File: src/rtl/cn_defines.vh
/*
  Constants of the CANopen slave protocol block: SDO codes, abort codes,
  COB identifier bases, NMT commands and states, timing and register map.
  Assumes inclusion by bare name from the design files under rtl/.
*/
`ifndef CN_DEFINES_VH
`define CN_DEFINES_VH

`define CN_RQ_WR4       8'h23
`define CN_RQ_WR2       8'h2B
`define CN_RQ_WR1       8'h2F
`define CN_RQ_RD        8'h40
`define CN_RQ_CANCEL    8'h80
`define CN_RS_RD4       8'h43
`define CN_RS_RD2       8'h4B
`define CN_RS_RD1       8'h4F
`define CN_RS_WR        8'h60
`define CN_RS_ABORT     8'h80

`define CN_AB_TOGGLE    32'h05030000
`define CN_AB_CMD       32'h05040001
`define CN_AB_ACCESS    32'h06010000
`define CN_AB_RDONLY    32'h06010002
`define CN_AB_NOINDEX   32'h06020000
`define CN_AB_NOMAP     32'h06040041
`define CN_AB_MAPLEN    32'h06040042
`define CN_AB_NOSUB     32'h06090011
`define CN_AB_LIMIT     32'h06090030
`define CN_AB_HIGH      32'h06090031
`define CN_AB_GENERAL   32'h08000000

`define CN_COB_NMT      11'h000
`define CN_COB_SYNC     11'h080
`define CN_COB_TPDO     11'h180
`define CN_COB_RPDO     11'h200
`define CN_COB_TSDO     11'h580
`define CN_COB_RSDO     11'h600
`define CN_COB_BOOT     11'h700
`define CN_SDO_DLC      4'h8

`define CN_CS_START     8'h01
`define CN_CS_STOP      8'h02
`define CN_CS_PREOP     8'h80
`define CN_CS_RST_NODE  8'h81
`define CN_CS_RST_COMM  8'h82

`define CN_ST_INIT      7'h00
`define CN_ST_STOP      7'h04
`define CN_ST_OPER      7'h05
`define CN_ST_PREOP     7'h7F

`define CN_TT_ACYC      8'h00
`define CN_TT_CYC_MAX   8'hF0
`define CN_TT_ASYNC     8'hFE
`define CN_TT_DEFAULT   8'hFF
`define CN_EVT_MAX      16'hEA60

`define CN_MAP_STATUS   32'h60410010
`define CN_MAP_CURRENT  32'h20020510
`define CN_MAP_THERMAL  32'h20421F10
`define CN_MAP_FAULT    32'h20380710
`define CN_MAP_MAX      8'h04

`define CN_TICK_NS      100000
`define CN_CLK_KHZ      25000
`define CN_MS_TICKS     10

`define CN_REG_NODE     4'h0
`define CN_REG_STAT     4'h4
`define CN_NODE_RST     7'h01
`endif

File: src/rtl/cn_slave_end.v
/*
  Empty end marker for the design file set.
  Assumes nothing.
*/

File: src/rtl/cn_tick.v
/*
  Time base: a 100 us enable pulse and a 1 ms enable pulse.
  Assumes one free-running system clock.
*/
`timescale 1ns/1ns
`default_nettype none
module cn_tick #(
  parameter DIV = 2500,
  parameter MS  = 10
) (
  input  wire       sys_clk,
  input  wire       rst_n,
  output reg        tick,
  output reg        ms_tick
);
  reg [11:0] cnt;
  reg [3:0]  mcnt;

  always @(posedge sys_clk) begin
    tick    <= 1'b0;
    ms_tick <= 1'b0;
    if (!rst_n) begin
      cnt  <= 12'h000;
      mcnt <= 4'h0;
    end else if (cnt == DIV[11:0] - 12'h001) begin
      cnt  <= 12'h000;
      tick <= 1'b1;
      if (mcnt == MS[3:0] - 4'h1) begin
        mcnt    <= 4'h0;
        ms_tick <= 1'b1;
      end else begin
        mcnt <= mcnt + 4'h1;
      end
    end else begin
      cnt <= cnt + 12'h001;
    end
  end
endmodule
`default_nettype wire

File: src/rtl/cn_tpdo_trig.v
/*
  Transmit trigger of one PDO: asynchronous, cyclic and acyclic
  synchronous modes with inhibit time and event timer.
  Assumes change, sync and sent are one-cycle pulses on sys_clk.
*/
`include "cn_defines.vh"
`timescale 1ns/1ns
`default_nettype none
module cn_tpdo_trig (
  input  wire       sys_clk,
  input  wire       rst_n,
  input  wire       en,
  input  wire [7:0] tx_type,
  input  wire [15:0] inhibit,
  input  wire [15:0] event_ms,
  input  wire       tick,
  input  wire       ms_tick,
  input  wire       changed,
  input  wire       sync,
  input  wire       sent,
  output wire       req
);
  reg        pend;
  reg        armed;
  reg [7:0]  sync_cnt;
  reg [15:0] inh_cnt;
  reg [15:0] ev_cnt;

  wire is_async = tx_type >= `CN_TT_ASYNC;
  wire is_acyc  = tx_type == `CN_TT_ACYC;
  wire is_cyc   = !is_acyc && tx_type <= `CN_TT_CYC_MAX;
  wire ev_fire  = is_async && event_ms != 16'h0000 && ms_tick &&
                  ev_cnt + 16'h0001 >= event_ms;
  wire cyc_hit  = is_cyc && sync &&
                  sync_cnt + 8'h01 >= tx_type;
  wire acyc_hit = is_acyc && sync && armed;
  wire set      = (is_async && changed) || ev_fire || cyc_hit || acyc_hit;

  // Inhibit time holds a pending request back, it never drops it
  assign req = pend && inh_cnt == 16'h0000;

  always @(posedge sys_clk) begin
    if (!rst_n || !en) begin
      pend     <= 1'b0;
      armed    <= 1'b0;
      sync_cnt <= 8'h00;
      inh_cnt  <= 16'h0000;
      ev_cnt   <= 16'h0000;
    end else begin
      pend <= (pend && !sent) || set;
      // A change in the SYNC cycle waits for the next SYNC
      armed <= is_acyc && ((armed && !sync) || changed);
      if (sent)
        inh_cnt <= inhibit;
      else if (tick && inh_cnt != 16'h0000)
        inh_cnt <= inh_cnt - 16'h0001;
      if (sent || !is_async)
        ev_cnt <= 16'h0000;
      else if (ms_tick)
        ev_cnt <= ev_cnt + 16'h0001;
      if (!is_cyc || cyc_hit)
        sync_cnt <= 8'h00;
      else if (sync)
        sync_cnt <= sync_cnt + 8'h01;
    end
  end
endmodule
`default_nettype wire

File: src/rtl/cn_slave.v
/*
  CANopen slave protocol logic: NMT state machine, expedited SDO server,
  three PDO pairs and a small register port.
  Assumes a frame controller on sys_clk that presents received frames
  with valid/ready and accepts frames to send with valid/ready.
  Frame data byte 0 sits in bits 7:0.
*/
`include "cn_defines.vh"
`timescale 1ns/1ns
`default_nettype none
module cn_slave #(
  parameter TICK_CYC = `CN_TICK_NS / 1000 * `CN_CLK_KHZ / 1000
) (
  input  wire        sys_clk,
  input  wire        rst_n,
  input  wire [3:0]  reg_addr,
  input  wire [31:0] reg_wdata,
  input  wire        reg_wr,
  input  wire        reg_rd,
  output reg  [31:0] reg_rdata,
  input  wire        rx_valid,
  output wire        rx_ready,
  input  wire [10:0] rx_id,
  input  wire [3:0]  rx_dlc,
  input  wire [63:0] rx_data,
  output reg         tx_valid,
  input  wire        tx_ready,
  output reg  [10:0] tx_id,
  output reg  [3:0]  tx_dlc,
  output reg  [63:0] tx_data,
  input  wire [15:0] status_word,
  input  wire [15:0] motor_current,
  input  wire [15:0] motor_thermal_state,
  input  wire [15:0] fault_code,
  input  wire [63:0] scanner_input_words,
  output reg  [15:0] command_word,
  output reg         command_strobe,
  output reg  [63:0] rpdo2_words,
  output reg  [63:0] scanner_output_words,
  output reg  [6:0]  nmt_state
);
  localparam SZ1 = 2'd1;
  localparam SZ2 = 2'd2;
  localparam SZ4 = 2'd3;

  reg  [6:0]  node_id;
  reg         boot_pend;
  reg         sdo_pend;
  reg  [63:0] sdo_frame;
  reg  [2:0]  tx_inval;
  reg  [2:0]  rx_inval;
  reg  [7:0]  tx_type [0:2];
  reg  [15:0] inhibit [0:2];
  reg  [15:0] evtmr   [0:2];
  reg  [7:0]  map_cnt;
  reg  [31:0] map_ent [0:3];
  reg  [63:0] pdo_prev [0:2];
  reg  [63:0] pdo_data [0:2];
  reg  [3:0]  pdo_dlc  [0:2];
  reg  [15:0] map_src;
  wire        tick;
  wire        ms_tick;
  wire [2:0]  pdo_req;
  reg  [2:0]  pdo_sent;
  integer     k;
  integer     j;
  integer     m;
  // A request is still up in the cycle after its frame was loaded
  wire [2:0]  pdo_want = pdo_req & ~pdo_sent;
  wire [1:0]  pdo_sel  = pdo_want[0] ? 2'h0 : pdo_want[1] ? 2'h1 : 2'h2;

  wire take     = rx_valid && rx_ready;
  wire oper     = nmt_state == `CN_ST_OPER;
  wire preop    = nmt_state == `CN_ST_PREOP;
  wire is_nmt   = rx_id == `CN_COB_NMT && rx_dlc >= 4'h2;
  wire is_sync  = rx_id == `CN_COB_SYNC && rx_dlc == 4'h0;
  wire is_sdo   = rx_id == `CN_COB_RSDO + {4'h0, node_id};
  wire nmt_hit  = take && is_nmt &&
                  (rx_data[15:8] == {1'b0, node_id} ||
                   rx_data[15:8] == 8'h00);
  wire [7:0] nmt_cs = rx_data[7:0];
  wire rst_node = nmt_hit && nmt_cs == `CN_CS_RST_NODE;
  wire rst_comm = !rst_n || rst_node ||
                  (nmt_hit && nmt_cs == `CN_CS_RST_COMM);
  wire sync_p   = take && is_sync && (preop || oper);

  // Only SDO frames wait; a held response must leave before the next
  assign rx_ready = !(is_sdo && sdo_pend);

  cn_tick #(
    .DIV (TICK_CYC),
    .MS  (`CN_MS_TICKS)
  ) u_tick (
    .sys_clk (sys_clk),
    .rst_n   (rst_n),
    .tick    (tick),
    .ms_tick (ms_tick)
  );

  genvar g;
  generate
    for (g = 0; g < 3; g = g + 1) begin : gen_trig
      cn_tpdo_trig u_trig (
        .sys_clk  (sys_clk),
        .rst_n    (!rst_comm),
        .en       (oper && !tx_inval[g] && pdo_dlc[g] != 4'h0),
        .tx_type  (tx_type[g]),
        .inhibit  (inhibit[g]),
        .event_ms (evtmr[g]),
        .tick     (tick),
        .ms_tick  (ms_tick),
        .changed  (pdo_data[g] != pdo_prev[g]),
        .sync     (sync_p),
        .sent     (pdo_sent[g]),
        .req      (pdo_req[g])
      );
    end
  endgenerate

  // Transmit PDO contents
  always @* begin
    pdo_data[0] = {fault_code, motor_thermal_state,
                   motor_current, status_word};
    pdo_dlc[0]  = 4'h8;
    pdo_data[1] = 64'h0;
    pdo_dlc[1]  = {map_cnt[2:0], 1'b0};
    for (k = 0; k < 4; k = k + 1) begin
      case (map_ent[k])
        `CN_MAP_STATUS:  map_src = status_word;
        `CN_MAP_CURRENT: map_src = motor_current;
        `CN_MAP_THERMAL: map_src = motor_thermal_state;
        `CN_MAP_FAULT:   map_src = fault_code;
        default:         map_src = 16'h0000;
      endcase
      if (k < map_cnt)
        pdo_data[1][16*k +: 16] = map_src;
    end
    pdo_data[2] = scanner_input_words;
    pdo_dlc[2]  = 4'h8;
  end

  // SDO request fields
  wire [7:0]  rq_code = rx_data[7:0];
  wire [15:0] rq_idx  = rx_data[23:8];
  wire [7:0]  rq_sub  = rx_data[31:24];
  wire [31:0] rq_val  = rx_data[63:32];
  wire [1:0]  pn      = rq_idx[1:0];

  reg        ob_idx;
  reg        ob_sub;
  reg        ob_ro;
  reg [1:0]  ob_sz;
  reg [31:0] ob_val;
  reg [1:0]  wr_sz;
  reg        wr_ok;
  reg [7:0]  rs_code;
  reg [31:0] rs_data;

  // Object dictionary lookup
  always @* begin
    ob_idx = 1'b0;
    ob_sub = 1'b0;
    ob_ro  = 1'b0;
    ob_sz  = SZ1;
    ob_val = 32'h0;
    case (rq_idx)
      16'h1400, 16'h1401, 16'h1402: begin
        ob_idx = 1'b1;
        ob_sub = rq_sub == 8'h01;
        ob_sz  = SZ4;
        ob_val = {rx_inval[pn], 20'h0,
                  `CN_COB_RPDO + {1'b0, pn, 8'h00} + {4'h0, node_id}};
      end
      16'h1800, 16'h1801, 16'h1802: begin
        ob_idx = 1'b1;
        case (rq_sub)
          8'h01: begin
            ob_sub = 1'b1;
            ob_sz  = SZ4;
            ob_val = {tx_inval[pn], 20'h0,
                      `CN_COB_TPDO + {1'b0, pn, 8'h00} + {4'h0, node_id}};
          end
          8'h02: begin
            ob_sub = 1'b1;
            ob_val = {24'h0, tx_type[pn]};
          end
          8'h03: begin
            ob_sub = 1'b1;
            ob_sz  = SZ2;
            ob_val = {16'h0, inhibit[pn]};
          end
          8'h05: begin
            ob_sub = 1'b1;
            ob_sz  = SZ2;
            ob_val = {16'h0, evtmr[pn]};
          end
          default: ob_sub = 1'b0;
        endcase
      end
      16'h1A00, 16'h1A02: begin
        ob_idx = 1'b1;
        ob_sub = rq_sub == 8'h00;
        ob_ro  = 1'b1;
        ob_val = {24'h0, `CN_MAP_MAX};
      end
      16'h1A01: begin
        ob_idx = 1'b1;
        ob_sub = rq_sub <= `CN_MAP_MAX;
        ob_sz  = rq_sub == 8'h00 ? SZ1 : SZ4;
        ob_val = rq_sub == 8'h00 ? {24'h0, map_cnt} :
                 map_ent[rq_sub[1:0] - 2'd1];
      end
      16'h6040: begin
        ob_idx = 1'b1;
        ob_sub = rq_sub == 8'h00;
        ob_sz  = SZ2;
        ob_val = {16'h0, command_word};
      end
      16'h6041, 16'h2002, 16'h2042, 16'h2038: begin
        ob_idx = 1'b1;
        ob_ro  = 1'b1;
        ob_sz  = SZ2;
        case (rq_idx)
          16'h6041: begin
            ob_sub = rq_sub == 8'h00;
            ob_val = {16'h0, status_word};
          end
          16'h2002: begin
            ob_sub = rq_sub == 8'h05;
            ob_val = {16'h0, motor_current};
          end
          16'h2042: begin
            ob_sub = rq_sub == 8'h1F;
            ob_val = {16'h0, motor_thermal_state};
          end
          default: begin
            ob_sub = rq_sub == 8'h07;
            ob_val = {16'h0, fault_code};
          end
        endcase
      end
      default: ob_idx = 1'b0;
    endcase
  end

  // Answer selection; the order fixes which abort wins
  always @* begin
    wr_ok   = 1'b0;
    rs_code = `CN_RS_ABORT;
    rs_data = `CN_AB_GENERAL;
    case (rq_code)
      `CN_RQ_WR4: wr_sz = SZ4;
      `CN_RQ_WR2: wr_sz = SZ2;
      default:    wr_sz = SZ1;
    endcase
    if (rq_code[7:5] == 3'b000 || rq_code[7:5] == 3'b011)
      rs_data = `CN_AB_TOGGLE;
    else if (rq_code != `CN_RQ_WR4 && rq_code != `CN_RQ_WR2 &&
             rq_code != `CN_RQ_WR1 && rq_code != `CN_RQ_RD)
      rs_data = `CN_AB_CMD;
    else if (!ob_idx)
      rs_data = `CN_AB_NOINDEX;
    else if (!ob_sub)
      rs_data = `CN_AB_NOSUB;
    else if (rq_code == `CN_RQ_RD) begin
      rs_data = ob_val;
      rs_code = ob_sz == SZ4 ? `CN_RS_RD4 :
                ob_sz == SZ2 ? `CN_RS_RD2 : `CN_RS_RD1;
    end else if (ob_ro)
      rs_data = `CN_AB_RDONLY;
    else if (wr_sz != ob_sz ||
             (wr_sz == SZ2 && rq_val[31:16] != 16'h0000) ||
             (wr_sz == SZ1 && rq_val[31:8] != 24'h000000))
      rs_data = `CN_AB_GENERAL;
    else if (rq_idx == 16'h1A01 && !tx_inval[1])
      rs_data = `CN_AB_ACCESS;
    else if (rq_idx[15:8] == 8'h18 && rq_sub == 8'h02 &&
             rq_val[7:0] > `CN_TT_CYC_MAX && rq_val[7:0] < `CN_TT_ASYNC)
      rs_data = `CN_AB_LIMIT;
    else if (rq_idx[15:8] == 8'h18 && rq_sub == 8'h05 &&
             rq_val[15:0] > `CN_EVT_MAX)
      rs_data = `CN_AB_HIGH;
    else if (rq_idx == 16'h1A01 && rq_sub == 8'h00 &&
             rq_val[7:0] > `CN_MAP_MAX)
      rs_data = `CN_AB_MAPLEN;
    else if (rq_idx == 16'h1A01 && rq_sub != 8'h00 &&
             rq_val != `CN_MAP_STATUS && rq_val != `CN_MAP_CURRENT &&
             rq_val != `CN_MAP_THERMAL && rq_val != `CN_MAP_FAULT)
      rs_data = `CN_AB_NOMAP;
    else begin
      wr_ok   = 1'b1;
      rs_code = `CN_RS_WR;
      rs_data = 32'h0;
    end
  end

  wire sdo_take = take && is_sdo && (preop || oper) &&
                  rx_dlc == `CN_SDO_DLC;
  wire sdo_cancel = rq_code == `CN_RQ_CANCEL;

  // NMT state machine
  always @(posedge sys_clk) begin
    if (rst_comm) begin
      nmt_state <= `CN_ST_INIT;
      boot_pend <= 1'b0;
    end else begin
      case (nmt_state)
        `CN_ST_INIT: begin
          nmt_state <= `CN_ST_PREOP;
          boot_pend <= 1'b1;
        end
        `CN_ST_PREOP, `CN_ST_OPER, `CN_ST_STOP: begin
          if (nmt_hit && nmt_cs == `CN_CS_START)
            nmt_state <= `CN_ST_OPER;
          else if (nmt_hit && nmt_cs == `CN_CS_STOP)
            nmt_state <= `CN_ST_STOP;
          else if (nmt_hit && nmt_cs == `CN_CS_PREOP)
            nmt_state <= `CN_ST_PREOP;
        end
        default: nmt_state <= `CN_ST_INIT;
      endcase
      if (boot_pend && (!tx_valid || tx_ready) && pdo_want == 3'b000 &&
          !sdo_pend)
        boot_pend <= 1'b0;
    end
  end

  // SDO server and communication objects
  always @(posedge sys_clk) begin
    if (rst_comm) begin
      sdo_pend <= 1'b0;
      sdo_frame <= 64'h0;
      tx_inval <= 3'b110;
      rx_inval <= 3'b110;
      map_cnt  <= 8'h00;
      for (j = 0; j < 4; j = j + 1)
        map_ent[j] <= 32'h0;
      for (j = 0; j < 3; j = j + 1) begin
        tx_type[j] <= `CN_TT_DEFAULT;
        inhibit[j] <= 16'h0000;
        evtmr[j]   <= 16'h0000;
      end
    end else begin
      if (sdo_pend && (!tx_valid || tx_ready) && pdo_want == 3'b000)
        sdo_pend <= 1'b0;
      if (sdo_take && !sdo_cancel) begin
        sdo_pend  <= 1'b1;
        sdo_frame <= {rs_data, rq_sub, rq_idx, rs_code};
      end
      if (sdo_take && wr_ok) begin
        case (rq_idx[15:8])
          8'h14: rx_inval[pn] <= rq_val[31];
          8'h18: begin
            case (rq_sub)
              8'h01:   tx_inval[pn] <= rq_val[31];
              8'h02:   tx_type[pn]  <= rq_val[7:0];
              8'h03:   inhibit[pn]  <= rq_val[15:0];
              default: evtmr[pn]    <= rq_val[15:0];
            endcase
          end
          8'h1A: begin
            if (rq_sub == 8'h00)
              map_cnt <= rq_val[7:0];
            else
              map_ent[rq_sub[1:0] - 2'd1] <= rq_val;
          end
          default: map_cnt <= map_cnt;
        endcase
      end
    end
  end

  // Receive PDOs and application outputs
  wire [10:0] rp_off = rx_id - `CN_COB_RPDO - {4'h0, node_id};
  wire        rp_hit = take && oper && rp_off[7:0] == 8'h00 &&
                       rp_off[10:8] < 3'd3;
  wire [1:0]  rp_n   = rp_off[9:8];

  always @(posedge sys_clk) begin
    command_strobe <= 1'b0;
    if (!rst_n || rst_node) begin
      command_word         <= 16'h0000;
      rpdo2_words          <= 64'h0;
      scanner_output_words <= 64'h0;
    end else if (sdo_take && wr_ok && rq_idx == 16'h6040) begin
      command_word   <= rq_val[15:0];
      command_strobe <= 1'b1;
    end else if (rp_hit && !rx_inval[rp_n]) begin
      case (rp_n)
        2'd0: begin
          command_word   <= rx_data[15:0];
          command_strobe <= 1'b1;
        end
        2'd1:    rpdo2_words <= rx_data;
        default: scanner_output_words <= rx_data;
      endcase
    end
  end

  // Transmit arbiter: lower identifiers first, as on the bus
  always @(posedge sys_clk) begin
    pdo_sent <= 3'b000;
    if (rst_comm) begin
      tx_valid <= 1'b0;
      tx_id    <= 11'h000;
      tx_dlc   <= 4'h0;
      tx_data  <= 64'h0;
      for (m = 0; m < 3; m = m + 1)
        pdo_prev[m] <= 64'h0;
    end else if (!tx_valid || tx_ready) begin
      tx_valid <= 1'b0;
      if (pdo_want != 3'b000) begin
        tx_valid    <= 1'b1;
        tx_id       <= `CN_COB_TPDO + {1'b0, pdo_sel, 8'h00} +
                       {4'h0, node_id};
        tx_dlc      <= pdo_dlc[pdo_sel];
        tx_data     <= pdo_data[pdo_sel];
        pdo_prev[pdo_sel] <= pdo_data[pdo_sel];
        pdo_sent[pdo_sel] <= 1'b1;
      end else if (sdo_pend) begin
        tx_valid <= 1'b1;
        tx_id    <= `CN_COB_TSDO + {4'h0, node_id};
        tx_dlc   <= `CN_SDO_DLC;
        tx_data  <= sdo_frame;
      end else if (boot_pend) begin
        tx_valid <= 1'b1;
        tx_id    <= `CN_COB_BOOT + {4'h0, node_id};
        tx_dlc   <= 4'h1;
        tx_data  <= 64'h0;
      end
    end
  end

  // Register port; node identity takes effect on the write, without a reset communication
  always @(posedge sys_clk) begin
    reg_rdata <= 32'h0;
    if (!rst_n) begin
      node_id <= `CN_NODE_RST;
    end else begin
      if (reg_wr && reg_addr == `CN_REG_NODE)
        node_id <= reg_wdata[6:0];
      if (reg_rd && reg_addr == `CN_REG_NODE)
        reg_rdata <= {25'h0, node_id};
      else if (reg_rd && reg_addr == `CN_REG_STAT)
        reg_rdata <= {16'h0, 5'h0, tx_inval, sdo_pend, nmt_state};
    end
  end
endmodule
`default_nettype wire

File: config.mk
export PLATFORM = sky130hd
export DESIGN_NAME = cn_slave
export DESIGN_NICKNAME = d
export VERILOG_FILES = /design/src/rtl/cn_slave_end.v /design/src/rtl/cn_tick.v /design/src/rtl/cn_tpdo_trig.v /design/src/rtl/cn_slave.v
export VERILOG_INCLUDE_DIRS = /design/src /design/src/rtl
export SDC_FILE = /design/constraint.sdc
export NUM_CORES = 2
export LEC_CHECK = 0
export ABC_CLOCK_PERIOD_IN_PS = 10100
export BUFFER_PORTS_ARGS = -buffer_cell sky130_fd_sc_hd__buf_4
export CORE_MARGIN = 5
export CORE_UTILIZATION = 24
export DETAILED_ROUTE_END_ITERATION = 12
export SLEW_MARGIN = 30
export SYNTH_ARGS = -nofsm -noshare
export SYNTH_HDL_FRONTEND = slang
export SYNTH_SLANG_ARGS = --single-unit
File: constraint.sdc
create_clock -name sys_clk -period 10.1 [get_ports sys_clk]
set_clock_uncertainty 0.05 [all_clocks]
set_input_delay 0 -clock sys_clk [delete_from_list [all_inputs] [get_ports sys_clk]]
set_output_delay 0 -clock sys_clk [all_outputs]
set_load 0.02 [all_outputs]
==> results.md <==
* Setup TNS at 0 ps
* Final Hold Viols at 0
* Primary FF master, synth: edfxtp_1
* Fillers at 21660
* CP max FO at 29
* # H-tree levels at 3
* DRC Markers at 0
* Avg Inst Size Synth at 9.419 um2
* Non-Filler Instances at 8827
* Status: completed
* Vias in the first global route at 45150
* Lkg Pwr at 23.23 nW
* DIE AREA at 219300 um2
* Cells after Synth at 5352
* Crit-path most repeated cell: buf_4
* CTS max path bufs at 3
* DR WL/cell at 29.45 um
* Via count at 47480
* Post-CTS Setup Bufs at 0
* Die Span X at 468.3 um
* Share of cells above drive strength 1 at 15.45%
* Pwr dens at 158.7 nW/um2
* Synth warn at 0
* Hold Crit Start: reg_wdata[1]
* Post-Route Utilization at 30.12%
* Post-route ant nets at 0
* Cell area after synthesis at 50410 um2
* Cts bufs inserted at 105
* Leading post-synthesis cells by cell area: edfxtp_1, dfxtp_1, nand2_1, nor2_1, xnor2_1
* Max_cap viols at 0
* Register area at 23850 um2
* Hold Path Class: in2reg
* Synth-to-layout area growth at 25.08%
* Reg2reg start: map_ent[3][27]
* Post-synth cell types at 99
* Number of synthesized flops with an enable pin at 480
* Final slew viol count at 0
* Synth Register Bits at 951
* First-pass GRT wire length at 355.1 mm
* Remaining global-route overflow at 0
* Overall power at 10.01 mW
* Clk_lat worst skew at 750 ps
* Kind of critical path: in2reg
* Final setup viols at 0
* Nets at 6273
* Worst path max stage delay at 810 ps
* Hpwl dp at 193.3 mm
* DRT iter0 DRCs at 6462
* CP Data Required Time at 10420 ps
* Clk Tree Root Cell: clkbuf_16
* Worst setup path startpoint: rx_data[9]
* RePlAce Congestion at 1.024
* Relative slew slack at 25.20%
* # rows at 168
* CP Capture Type: register
* Worst hold margin at 59.56 ps
* Worst-path clk slew at 70 ps
* CP Launch Type: input pin
* TritonCTS clock tree: done
* Top cell type's share of synthesized area at 28.59%
* Most instantiated library cell after synthesis: nand2_1
* Setup repair after global routing missed its margin: no
* First-pass DRT Iterations at 9
* Yosys top cell by area: edfxtp_1
* Placed Cells at 8385
* Buf/Inv on CP at 5
* Initial Util at 24.08%
* Vias/cell at 5.379
* Die Ht at 468.3 um
* Largest net degree at the start of global routing at 88
* IO buf count at 467
* Initial antenna violation count at 30
* Final WL at 260.0 mm
* Core area at 209400 um2
* Cell family with most CP delay: simple AND/OR/NAND/NOR gates
* Commonest cells in the netlist: nand2_1, nor2_1, edfxtp_1, dfxtp_1, clkbuf_1
* Crit-path cells: dlygate4sd3_1 > buf_4 > clkinv_1 > ha_1 > or3_1 > and3_1 > nor2_1 > nand3_1 > a21oi_2 > nor2_2 > nor4_2 > buf_4 > and4_1 > and3_4 > nand2b_1 > buf_4
* Tmin final at 6595 ps
* Asr flop ratio synth at 0%
* Flop2flop setup slack at 4250 ps
* Gr usage total at 22.70%
* CP arrival at 6920 ps
* Worst-Margin Slew at 1110 ps
* CTS sink cnt at 951
* Top-Level Pins at 514
* Slowest-stage cell, CP: and4_1
* Max Fclk at 151.6 MHz
* Share of the yosys chip area belonging to registers at 47.30%
* Period utilization at 65.29%
* Max VDD drop at 126.8 uV
* Area of the multi-input gates at 24860 um2
[kinds of logic (layout without fill, tap and decap cells)]
family          after synthesis  in the layout  share of synthesized area, %
other cells                   1            107                      0.007439
buf+inv                     565           1129                         4.527
compound gates             1070           1070                         14.40
mux                         102            102                         3.175
fa+ha+maj                   109            109                         2.720
flops                       951            951                         47.30
xor+xnor                    341            341                         5.925
simple gates               2213           2213                         21.94
[repair_timing]
item / 4_1_cts / 5_1_grt
hold buffers: 221 / 3
gates resized for setup: 0 / 0
endpoints found under the hold margin: 635 / 4
setup endpoints to repair: 0 / 0
[worst paths after layout]
path / cells past startpoint / to
worst max-delay path: 16 / map_ent[1][15]
worst min-delay path: 4 / node_id[1]
worst max register to register: 11 / gen_trig[1].u_trig.pend
worst min register to register: 2 / sdo_frame[38]
[state kept, by name, indices dropped and copies added (netlist names), 16 cells and up]
signal / count
gen_trig.u_trig.sync_cnt: 24
rpdo2_words: 64
gen_trig.u_trig.ev_cnt: 48
scanner_output_words: 64
pdo_prev: 192
tx_data: 64
tx_type: 32
map_ent: 128
gen_trig.u_trig.inh_cnt: 48
command_word: 16
inhibit: 64
evtmr: 64
sdo_frame: 62
[layer usage]
metal,up-vias,track usage (%),wire [um]
li1,20560,-,-
met1,23280,29.45,104600
met2,2986,32.91,107300
met3,641,6.185,27510
met4,12,15.23,20560
met5,-,0,77
[power by group]
part / leakage, nW / internal [mW] / switching, mW / total, mW
clock: 1.77 / 2.39 / 1.76 / 4.16
combinational: 13.0 / 0.490 / 0.973 / 1.46
sequential: 8.48 / 4.23 / 0.155 / 4.39
[cell type report]
class	count	share of cell area, %
diodes	14	0.05556
clock buffers	131	4.552
clock inverters	69	1.306
inverters	118	0.7025
multi-input cells	3928	39.43
flip-flops and latches	951	37.82
well taps	2805	5.566
repair buffers	811	10.57
[tightest hold or removal path, cell delays in order]
cell	delay, ps
dlygate4sd3_1	530
buf_4	100
mux2i_1	50
nor2b_1	130
[metrics by stage]
| stage | setup WS, ps | instance area, um2 |
|---|---|---|
| after floorplan | 2237 | 50750 |
| after global placement | 3695 | 56960 |
| after detailed placement | 3568 | 57040 |
| after CTS | 3687 | 62950 |
| after global routing | 3299 | 63040 |
| final | 3505 | 63050 |
[cell usage in the layout (no fill, tap or decap), types with 109 or more instances in the layout]
cell type      count
and3_1           188
nor3_1           156
dlygate4sd3_1    224
buf_4            577
dfxtp_1          470
a21oi_1          313
nand2_1          589
xor2_1           134
nand3_1          146
clkbuf_16        109
edfxtp_1         480
nor2_1           541
inv_1            117
xnor2_1          207
o21ai_0          161
(Power assumes the default switching activity.)
